[config.mk]
export PLATFORM = sky130hd
export DESIGN_NAME = ccr_converter_control_regs
export DESIGN_NICKNAME = d
export VERILOG_FILES = /design/src/hdl/ccr_pkg.sv /design/src/hdl/ccr_converter_control_regs.sv
export SDC_FILE = /design/constraint.sdc
export NUM_CORES = 1
export LEC_CHECK = 0
export ABC_AREA = 1
export ABC_CLOCK_PERIOD_IN_PS = 3010
export CAP_MARGIN = 20
export CORE_ASPECT_RATIO = 2
export CORE_UTILIZATION = 45
export DETAILED_ROUTE_END_ITERATION = 10
export DONT_BUFFER_PORTS = 1
export RECOVER_POWER = 50
export SLEW_MARGIN = 20
export SYNTH_ARGS = -nofsm -noshare
export SYNTH_HDL_FRONTEND = slang
export SYNTH_SLANG_ARGS = --single-unit
[constraint.sdc]
create_clock -name ref_clk -period 3.01 [get_ports ref_clk]
set_clock_uncertainty 0.05 [all_clocks]
set_input_delay 0.301 -clock ref_clk [delete_from_list [all_inputs] [get_ports ref_clk]]
set_output_delay 0.301 -clock ref_clk [all_outputs]
set_load 0.005 [all_outputs]
[src/hdl/ccr_pkg.sv]
package ccr_pkg;

  // register offsets
  localparam logic [7:0] STEP_DOWN_TWO_CONTROL_ADDR = 8'h06;
  localparam logic [7:0] BUCK_BOOST_CONTROL_ADDR = 8'h07;

  // field layout, both control bytes
  localparam int CODE_LSB = 0;
  localparam int CODE_W = 5;
  localparam int RESERVED_BIT = 7;
  localparam int SD2_FORCE_PWM_BIT = 5;
  localparam int SD2_ENABLE_BIT = 6;
  localparam int BB_ENABLE_BIT = 5;
  localparam int BB_FORCE_PWM_BIT = 6;

  // reset values of the single-bit fields
  localparam logic SD2_ENABLE_RESET = 1'h1;
  localparam logic SD2_FORCE_PWM_RESET = 1'h0;
  localparam logic BB_ENABLE_RESET = 1'h1;
  localparam logic BB_FORCE_PWM_RESET = 1'h0;
  // code held until the stored configuration arrives
  localparam logic [4:0] CODE_PRELOAD = 5'h00;

  // special codes
  localparam logic [4:0] CODE_OFF = 5'h00;
  localparam logic [4:0] CODE_FIRST = 5'h01;
  localparam logic [4:0] SD2_CODE_TOP = 5'h0F;

  // output voltage table in millivolts
  localparam logic [11:0] MV_BASE = 12'h708;
  localparam logic [11:0] MV_MAX = 12'hCE4;
  localparam logic [11:0] MV_NONE = 12'h000;
  localparam logic [11:0] SD2_MV_STEP = 12'h064;
  localparam logic [11:0] BB_MV_STEP = 12'h032;

  localparam logic [7:0] READ_UNMAPPED = 8'h00;

  // power-on sequencing progress
  typedef enum logic [3:0] {
    CCR_SEQ_WAIT_CFG = 4'h1,
    CCR_SEQ_WAIT_SD2 = 4'h2,
    CCR_SEQ_WAIT_BB = 4'h4,
    CCR_SEQ_DONE = 4'h8
  } ccr_seq_t;

endpackage

[src/hdl/ccr_converter_control_regs.sv]
// How it works
// - step-down-two byte at 0x06, bit7 reads zero
// - step-down-two code: 1.80V+0.10V steps, 0x1x=3.30V, 0=external
// - step-down-two bit5 forces fixed-frequency, resets zero
// - step-down-two on at sequencing; bit6 enables it
// - buck-boost byte at 0x07, bit7 reads zero
// - buck-boost turned on by power-on sequencing
// - buck-boost code zero keeps it disabled
// - pull-down on while disabled, off at code zero
// - buck-boost code reset from stored configuration
// - buck-boost code: 1.80V+0.05V steps to 3.30V
// - buck-boost bit6 forces fixed-frequency, resets zero
`timescale 1ns/1ns
`default_nettype none

module ccr_converter_control_regs #(
  parameter int CODE_W = 5
) (
  input wire logic ref_clk,
  input wire logic resetn,
  input wire logic [7:0] reg_addr,
  input wire logic [7:0] reg_wdata,
  input wire logic reg_wr,
  input wire logic reg_rd,
  output logic [7:0] reg_rdata,
  output logic reg_rvalid,
  input wire logic cfg_load,
  input wire logic [CODE_W-1:0] cfg_step_down_two_code,
  input wire logic [CODE_W-1:0] cfg_buck_boost_code,
  input wire logic seq_step,
  output logic seq_done,
  output logic step_down_two_on,
  output logic step_down_two_ext_ctrl,
  output logic step_down_two_force_pwm,
  output logic [11:0] step_down_two_mv,
  output logic buck_boost_on,
  output logic buck_boost_force_pwm,
  output logic buck_boost_pulldown,
  output logic [11:0] buck_boost_mv
);

  if (CODE_W != ccr_pkg::CODE_W) begin : g_bad_width
    $error("code width must be 5");
  end
  // code field must stay clear of the flag bits
  if (ccr_pkg::CODE_LSB + CODE_W > ccr_pkg::SD2_FORCE_PWM_BIT) begin : g_bad_sd2_layout
    $error("step-down-two code field overlaps its flag bits");
  end
  if (ccr_pkg::CODE_LSB + CODE_W > ccr_pkg::BB_ENABLE_BIT) begin : g_bad_bb_layout
    $error("buck-boost code field overlaps its flag bits");
  end

  logic [CODE_W-1:0] sd2_code;
  logic sd2_force_pwm;
  logic sd2_enable;
  logic [CODE_W-1:0] bb_code;
  logic bb_force_pwm;
  logic bb_enable;
  ccr_pkg::ccr_seq_t seq_state;
  ccr_pkg::ccr_seq_t next_seq_state;
  logic sd2_seq_reached;
  logic bb_seq_reached;
  logic cfg_take;
  logic wr_sd2;
  logic wr_bb;
  logic [7:0] sd2_byte;
  logic [7:0] bb_byte;
  logic next_sd2_on;
  logic next_bb_on;
  logic [11:0] next_sd2_mv;
  logic [11:0] next_bb_mv;

  assign wr_sd2 = reg_wr && (reg_addr == ccr_pkg::STEP_DOWN_TWO_CONTROL_ADDR);
  assign wr_bb = reg_wr && (reg_addr == ccr_pkg::BUCK_BOOST_CONTROL_ADDR);

  // stored codes land only while waiting for them
  assign cfg_take = cfg_load && (seq_state == ccr_pkg::CCR_SEQ_WAIT_CFG);

  // power-on sequencing: config load, then step-down-two, then buck-boost
  always_comb begin
    next_seq_state = seq_state;
    case (seq_state)
      ccr_pkg::CCR_SEQ_WAIT_CFG: begin
        if (cfg_load) begin
          next_seq_state = ccr_pkg::CCR_SEQ_WAIT_SD2;
        end
      end
      ccr_pkg::CCR_SEQ_WAIT_SD2: begin
        if (seq_step) begin
          next_seq_state = ccr_pkg::CCR_SEQ_WAIT_BB;
        end
      end
      ccr_pkg::CCR_SEQ_WAIT_BB: begin
        if (seq_step) begin
          next_seq_state = ccr_pkg::CCR_SEQ_DONE;
        end
      end
      ccr_pkg::CCR_SEQ_DONE: begin
        next_seq_state = ccr_pkg::CCR_SEQ_DONE;
      end
      default: begin
        next_seq_state = ccr_pkg::CCR_SEQ_WAIT_CFG;
      end
    endcase
  end

  always_ff @(posedge ref_clk) begin
    if (!resetn) begin
      seq_state <= ccr_pkg::CCR_SEQ_WAIT_CFG;
    end else begin
      seq_state <= next_seq_state;
    end
  end

  assign sd2_seq_reached = (seq_state == ccr_pkg::CCR_SEQ_WAIT_BB) || (seq_state == ccr_pkg::CCR_SEQ_DONE);
  assign bb_seq_reached = (seq_state == ccr_pkg::CCR_SEQ_DONE);

  // status level from a flop, tracks the state register exactly
  always_ff @(posedge ref_clk) begin
    if (!resetn) begin
      seq_done <= 1'b0;
    end else begin
      seq_done <= (next_seq_state == ccr_pkg::CCR_SEQ_DONE);
    end
  end

  // step-down-two control byte
  always_ff @(posedge ref_clk) begin
    if (!resetn) begin
      sd2_code <= CODE_W'(ccr_pkg::CODE_PRELOAD);
      sd2_force_pwm <= ccr_pkg::SD2_FORCE_PWM_RESET;
      sd2_enable <= ccr_pkg::SD2_ENABLE_RESET;
    end else if (wr_sd2) begin
      sd2_code <= reg_wdata[ccr_pkg::CODE_LSB +: CODE_W];
      sd2_force_pwm <= reg_wdata[ccr_pkg::SD2_FORCE_PWM_BIT];
      sd2_enable <= reg_wdata[ccr_pkg::SD2_ENABLE_BIT];
    // host write wins over a same-cycle load
    end else if (cfg_take) begin
      sd2_code <= cfg_step_down_two_code;
    end
  end

  // buck-boost control byte
  always_ff @(posedge ref_clk) begin
    if (!resetn) begin
      bb_code <= CODE_W'(ccr_pkg::CODE_PRELOAD);
      bb_force_pwm <= ccr_pkg::BB_FORCE_PWM_RESET;
      bb_enable <= ccr_pkg::BB_ENABLE_RESET;
    end else if (wr_bb) begin
      bb_code <= reg_wdata[ccr_pkg::CODE_LSB +: CODE_W];
      bb_force_pwm <= reg_wdata[ccr_pkg::BB_FORCE_PWM_BIT];
      bb_enable <= reg_wdata[ccr_pkg::BB_ENABLE_BIT];
    // host write wins over a same-cycle load
    end else if (cfg_take) begin
      bb_code <= cfg_buck_boost_code;
    end
  end

  // read-back images, reserved bit fixed low
  always_comb begin
    sd2_byte = 8'h00;
    sd2_byte[ccr_pkg::CODE_LSB +: CODE_W] = sd2_code;
    sd2_byte[ccr_pkg::SD2_FORCE_PWM_BIT] = sd2_force_pwm;
    sd2_byte[ccr_pkg::SD2_ENABLE_BIT] = sd2_enable;
    sd2_byte[ccr_pkg::RESERVED_BIT] = 1'b0;
    bb_byte = 8'h00;
    bb_byte[ccr_pkg::CODE_LSB +: CODE_W] = bb_code;
    bb_byte[ccr_pkg::BB_ENABLE_BIT] = bb_enable;
    bb_byte[ccr_pkg::BB_FORCE_PWM_BIT] = bb_force_pwm;
    bb_byte[ccr_pkg::RESERVED_BIT] = 1'b0;
  end

  always_ff @(posedge ref_clk) begin
    if (!resetn) begin
      reg_rdata <= ccr_pkg::READ_UNMAPPED;
      reg_rvalid <= 1'b0;
    end else begin
      reg_rvalid <= reg_rd;
      if (reg_rd) begin
        if (reg_addr == ccr_pkg::STEP_DOWN_TWO_CONTROL_ADDR) begin
          reg_rdata <= sd2_byte;
        end else if (reg_addr == ccr_pkg::BUCK_BOOST_CONTROL_ADDR) begin
          reg_rdata <= bb_byte;
        end else begin
          reg_rdata <= ccr_pkg::READ_UNMAPPED;
        end
      end
    end
  end

  // converter enables and voltage decode
  always_comb begin
    next_sd2_on = sd2_seq_reached && sd2_enable;
    next_bb_on = bb_seq_reached && bb_enable && (bb_code != CODE_W'(ccr_pkg::CODE_OFF));
  end

  ccr_mv_decode #(
    .CODE_W(CODE_W),
    .STEP_MV(ccr_pkg::SD2_MV_STEP),
    .TOP_CODE(CODE_W'(ccr_pkg::SD2_CODE_TOP))
  ) ccr_mv_decode_sd2_i (
    .code(sd2_code),
    .mv(next_sd2_mv)
  );

  ccr_mv_decode #(
    .CODE_W(CODE_W),
    .STEP_MV(ccr_pkg::BB_MV_STEP),
    .TOP_CODE('1)
  ) ccr_mv_decode_bb_i (
    .code(bb_code),
    .mv(next_bb_mv)
  );

  always_ff @(posedge ref_clk) begin
    if (!resetn) begin
      step_down_two_on <= 1'b0;
      step_down_two_ext_ctrl <= 1'b0;
      step_down_two_force_pwm <= 1'b0;
      step_down_two_mv <= ccr_pkg::MV_NONE;
    end else begin
      step_down_two_on <= next_sd2_on;
      step_down_two_ext_ctrl <= (sd2_code == CODE_W'(ccr_pkg::CODE_OFF));
      step_down_two_force_pwm <= sd2_force_pwm;
      step_down_two_mv <= next_sd2_mv;
    end
  end

  always_ff @(posedge ref_clk) begin
    if (!resetn) begin
      buck_boost_on <= 1'b0;
      buck_boost_force_pwm <= 1'b0;
      buck_boost_pulldown <= 1'b0;
      buck_boost_mv <= ccr_pkg::MV_NONE;
    end else begin
      buck_boost_on <= next_bb_on;
      buck_boost_force_pwm <= bb_force_pwm;
      // pull-down while off, released at code zero
      buck_boost_pulldown <= !next_bb_on && (bb_code != CODE_W'(ccr_pkg::CODE_OFF));
      buck_boost_mv <= next_bb_mv;
    end
  end

endmodule

// code to millivolts: zero gives no target, codes above the top clamp
module ccr_mv_decode #(
  parameter int CODE_W = 5,
  parameter logic [11:0] STEP_MV = ccr_pkg::SD2_MV_STEP,
  parameter logic [CODE_W-1:0] TOP_CODE = CODE_W'(ccr_pkg::SD2_CODE_TOP)
) (
  input wire logic [CODE_W-1:0] code,
  output logic [11:0] mv
);

  logic [CODE_W-1:0] step_index;
  logic [11:0] step_total;

  if (CODE_W != ccr_pkg::CODE_W) begin : g_bad_width
    $error("code width must be 5");
  end

  // codes count from one, so the first code adds no step
  assign step_index = code - CODE_W'(ccr_pkg::CODE_FIRST);
  assign step_total = 12'(STEP_MV * 12'(step_index));

  always_comb begin
    if (code == CODE_W'(ccr_pkg::CODE_OFF)) begin
      mv = ccr_pkg::MV_NONE;
    end else if (code > TOP_CODE) begin
      mv = ccr_pkg::MV_MAX;
    end else begin
      mv = 12'(ccr_pkg::MV_BASE + step_total);
    end
  end

endmodule

`default_nettype wire

Yosys cells after proc, flatten, opt, wreduce, memory -nomap -nowiden --
Cells that the tools add are included.
Storage, ports and cells: flip-flop bits (word level) 58, input port bits 32, output and inout port bits 40, logic and storage cells 66
Operators by class: add/subtract/negate cells 4, multiply operators 2, magnitude comparators 2, equality and inequality tests 7, muxes and demuxes 12, bitwise logic cells 1, reductions and logical operators 18
Operator list (number):
- $mux W12 | 2
- $mul A5 B5 Y10 const A | 2
- $mux W5 | 4
- $eq A8 B3 Y1 const B | 2
- $pmux W4 S4 | 1
- $mux W7 | 2
- $add A11 B11 Y12 const A | 1
- $add A11 B12 Y12 const A | 1
- $mux W4 | 3
- $logic_not A5 Y1 | 2
- $sub A5 B1 Y5 const B | 2
- $eq A4 B4 Y1 const B | 2
- $logic_and A1 B1 Y1 | 7
- $reduce_or A3 Y1 | 2
- $gt A5 B4 Y1 const B | 1
- $gt A5 B5 Y1 const B | 1
- $reduce_bool A5 Y1 | 1
- $eq A4 B1 Y1 const B | 1
- $eq A4 B2 Y1 const B | 1
- $eq A4 B3 Y1 const B | 1
- $reduce_bool A2 Y1 | 2
- $reduce_or A2 Y1 | 2
- $logic_not A1 Y1 | 1
- $logic_or A1 B1 Y1 | 1
- $not A1 Y1 | 1

Depth between registers and ports, before layout --
depth after elaboration 5, mapped depth 20, depth with buffers taken out 20

Hierarchy --
Synthesis repeated with hierarchy kept, for this count alone.
Second synthesis, totals: cell total of the unflattened synthesis 538, area, all modules 3723.6 um^2
By module, submodules not included:
- ccr_converter_control_regs | times used 1, cells each 303, area an instance 2279.7 um^2, sequential area each 1141.1 um^2
- ccr_mv_decode (ccr_mv_decode_bb_i) | times used 1, cells each 117, area an instance 734.5 um^2, sequential area each 0.0 um^2
- ccr_mv_decode (ccr_mv_decode_sd2_i) | times used 1, cells each 118, area an instance 709.4 um^2, sequential area each 0.0 um^2

Worst setup path after synthesis --
OpenSTA, ideal clock, no wires.
path kind register to register, start point register bb_code[0], end point register buck_boost_mv[10], data arrival time 2.898 ns, data required time 2.840 ns, setup slack -0.058 ns, stages on the path, launching flop included 17, buffers on the path 0, period minus slack after synthesis 3.068 ns, path through dfxtp_1 > inv_2 > ha_1 > nand3_1 > nand2_4 > ha_1 > ha_1 > ha_1 > fa_1 > xnor2_1 > nor2_2 > nor2_1 > nand3_2 > nand2_1 > nand2_1 > nor2_1 > nor2_1
On the way: longest elaborated chain between the ends 4, elaborated cells on any way between the ends 7
RTL lines:
- start: declaration | line ccr_converter_control_regs.sv:56 | logic [CODE_W-1:0] bb_code;
- start signal: assignment | line ccr_converter_control_regs.sv:146 | bb_code <= CODE_W'(ccr_pkg::CODE_PRELOAD);
- start signal: assignment | line ccr_converter_control_regs.sv:150 | bb_code <= reg_wdata[ccr_pkg::CODE_LSB +: CODE_W];
- start signal: assignment | line ccr_converter_control_regs.sv:155 | bb_code <= cfg_buck_boost_code;
- $sub A5 B1 Y5 | line ccr_converter_control_regs.sv:264 | assign step_index = code - CODE_W'(ccr_pkg::CODE_FIRST);
- net ccr_mv_decode_bb_i.step_index[0] | line ccr_converter_control_regs.sv:256 | logic [CODE_W-1:0] step_index;
- $mul A5 B5 Y10 | line ccr_converter_control_regs.sv:265 | assign step_total = 12'(STEP_MV * 12'(step_index));
- $add A11 B11 Y12 | line ccr_converter_control_regs.sv:273 | mv = 12'(ccr_pkg::MV_BASE + step_total);
- $mux W12 | line ccr_converter_control_regs.sv:270 | end else if (code > TOP_CODE) begin
- end signal: assignment | line ccr_converter_control_regs.sv:234 | buck_boost_mv <= ccr_pkg::MV_NONE;
- end signal: assignment | line ccr_converter_control_regs.sv:240 | buck_boost_mv <= next_bb_mv;
- end: declaration | line ccr_converter_control_regs.sv:39 | output logic [11:0] buck_boost_mv
The timed path passes the listed nets, and every way through them passes these cells. A chain may end at the register's enable or synchronous reset.

Final worst setup path --
start point register bb_code[0], end point register buck_boost_mv[7]
The elaborated chain is that of the path after synthesis.

==> results_dict.tcl <==
set metrics [dict create \
    yosysTopAreaCellShare_pct 34.41 \
    yosys-top-cells-area "dfxtp_1 (34%), ha_1 (13%), nand2_1 (9.6%)" \
    post-place-ws_ns -0.1051 \
    seq_power_share_pct 23.3 \
    coreArea_um2 6674 \
    hold-path-cell-count 1 \
    numClockSinks 54 \
    cp_max_fo 4 \
    final_max_slew_viol_count 1 \
    r2r_end "buck_boost_mv[7]" \
    ys_seq_elements 54 \
    syn_inst 409 \
    final_net_count 515 \
    synth_cell_types 40 \
    critical_path_arrival_ns 2.99 \
    final.period_utilization_pct 94.70 \
    period_needed_ns 2.850 \
    tightest_slew_ns 1.487 \
    finalWeightedCongestion 0.8409 \
    portBuffers 0 \
    ys.flop_type "dfxtp_1" \
    wl_met1_um 2643 \
    slew_headroom_pct -0.5083 \
    route.detailed.drc 0 \
    cp.required_ns 3.15 \
    routed.top_layer "met4" \
    switchingPower_uw 1500 \
    synth_commonest_cells "nand2_1 (80), inv_1 (55), dfxtp_1 (54), nor2_1 (33), ha_1 (32)" \
    cp-end-kind "register" \
    switching_share_pct 39.84 \
    critPathLaunchType "register" \
    synth_top_cell_by_area "dfxtp_1" \
    status "finished with violations" \
    whs_ns 0.04037 \
    syn_to_final_growth_pct 24.77 \
    ys_seq_area_share_pct 34.41 \
    avgViaCountPerCell 5.149 \
    grt_pass1_wl_um 12890 \
    grt_pass1_vias 2780 \
    die_width_um 61.09 \
    setup_violations 0 \
    rows 42 \
    final_hold_viol_count 0 \
    drv_cap 1 \
    synth_edf_count 0 \
    die_area_um2 7340 \
    cts.clk_slew.worst_paths_ns 0.07 \
    drt-initial-drc-count 75 \
    wl_met3_um 271 \
    root_buffer "clkbuf_16" \
    setup_ws_ns 0.1596 \
    clk_latency_ns 0.29 \
    p_leak_uw 0.001872 \
    fmax_mhz 350.8 \
    violations "max-capacitance violations, max-slew violations" \
    dp_hpwl_um 6440 \
    synth.most_common_cell "nand2_1" \
    yosys_warnings 0 \
    worstSetupPathType "register to register" \
    num_vias 2765 \
    ff2ff_setup_slack_ns 0.16 \
    ys_async_sr_fraction_pct 0 \
    ctsHtreeMaxLevel 2 \
    worstReg2RegStart "bb_code[0]" \
    detail_route.wl_per_cell_um 15.23 \
    ir_drop_mv 0.8743 \
    grt_max_degree 21 \
    p_total_uw 3764 \
    antennaDiodeCount 0 \
    die_y_um 120.2 \
    cts_tree "done" \
    cts_hold_buf 0 \
    start_util_pct 47.08 \
    holdCritStartpoint "resetn" \
    firstDrtPassIters 4 \
    antenna_found_initial 0 \
    cts_buffers 5 \
    fin_util_pct 58.74 \
    ios 72 \
    drt-total-wl_um 8179 \
    intPower_uw 2264 \
    cts_buffer_depth 2 \
    clkPwrFrac_pct 15.0 \
    drive_above_1_share_pct 26.06 \
    fillers 626 \
    syn_area_um2 3142 \
    p_per_area_nw_per_um2 960.2 \
    synth_area_per_cell_um2 7.682 \
    wl_met2_um 4990 \
    grt.overflow.total 0 \
    min_to "seq_state[0]" \
    grt_usage_pct 24.17 \
    final_antenna_net_count 0 \
    reg2reg_depth 15 \
    hp-class "primary input to register" \
    p_comb_share_pct 61.8 \
]
critical path, stage by stage, from the launching register on:
cell	delay, ns
dfxtp_2	0.34
inv_4	0.09
ha_4	0.18
nand2_2	0.06
nand2_2	0.09
nand2_4	0.06
ha_4	0.23
ha_1	0.30
ha_2	0.19
fa_2	0.40
xnor2_2	0.17
buf_4	0.14
buf_4	0.12
xor2_1	0.13
o21ai_0	0.15
inv_1	0.05
flip-flops by register name (all words and copies together), names as in the netlist, 4 cells and up:
register	count
reg_rdata	7
seq_state	4
bb_code	5
sd2_code	5
buck_boost_mv	11
step_down_two_mv	10
worst max-delay path by stage:
stage          slack (ns)           endpoint        from
2_1_floorplan       0.003  buck_boost_mv[10]  bb_code[0]
3_3_place_gp        -0.06  buck_boost_mv[10]  bb_code[1]
3_5_place_dp        -0.11  buck_boost_mv[11]  bb_code[0]
4_1_cts              0.01  buck_boost_mv[10]  bb_code[0]
5_1_grt             -0.01  buck_boost_mv[10]  bb_code[0]
6_report             0.16   buck_boost_mv[7]  bb_code[0]
cell usage in the layout, fill, tap and decap left out, drive strengths merged, types with 2 or more instances in the layout:
cell type / netlist / routed
o21ai: 15 / 15
fa: 2 / 2
clkbuf: 3 / 6
clkinv: 2 / 2
buf: 6 / 38
a211oi: 2 / 2
o211ai: 14 / 14
ha: 32 / 32
nor4: 3 / 3
a21oi: 17 / 17
nand3b: 2 / 2
conb: 1 / 4
inv: 63 / 65
xnor2: 5 / 5
nand2: 89 / 89
xor2: 11 / 11
a31oi: 8 / 8
nand4: 3 / 3
nor2: 35 / 35
nand3: 32 / 32
nor3: 4 / 4
dfxtp: 54 / 54
power by group through the flow:
| stage | Clock (uW) | Combinational [uW] | Sequential [uW] |
|---|---|---|---|
| floorplan | 0 | 1300 | 881 |
| detailed placement | 0 | 1870 | 889 |
| CTS | 579 | 2000 | 875 |
| global route | 601 | 2570 | 893 |
| finish | 563 | 2320 | 876 |
| global placement | 0 | 1840 | 887 |
metrics by stage:
stage	std cells	instance area [um2]	TNS, ns
floorplan	412	3161	0
global placement	522	3453	-0.1441
detailed placement	522	3453	-0.3088
CTS	530	3662	0
global route	537	3920	-0.009564
finish	537	3920	0
cell type report:
cell class                      count  area, um2  area share, %
Inverter                           66      267.8          6.831
Sequential cell                    54       1087          27.74
Clock inverter                      2      13.76         0.3511
Tap cell                           88      110.1          2.809
Timing Repair Buffer               39      289.0          7.373
Multi-Input combinational cell    283       2027          51.71
Clock buffer                        5      125.1          3.192
logic make-up after synthesis:
logic type / count (synthesis) / share of synthesized area, %
other: 1 / 0.1194
AOI/OAI and AO/OA: 59 / 11.43
xor gates and xnor gates: 16 / 4.699
DFF: 54 / 34.41
adders and majority gates: 34 / 14.02
buffers and inverters: 75 / 9.956
and+or+nand+nor: 170 / 25.37
timing repair:
item	in CTS	in global routing
gates resized for setup	14	42
setup endpoints to repair	5	6
setup buffers	1	7
pin swaps	4	24
metal layers:
metal | track usage (%) | up-vias
met2 | 47.96 | 64
met4 | 11.51 | 0
met5 | 0 | -
li1 | - | 1407
met3 | 3.987 | 11
met1 | 21.11 | 1283
Note: power is estimated with default switching activity, not from simulation.
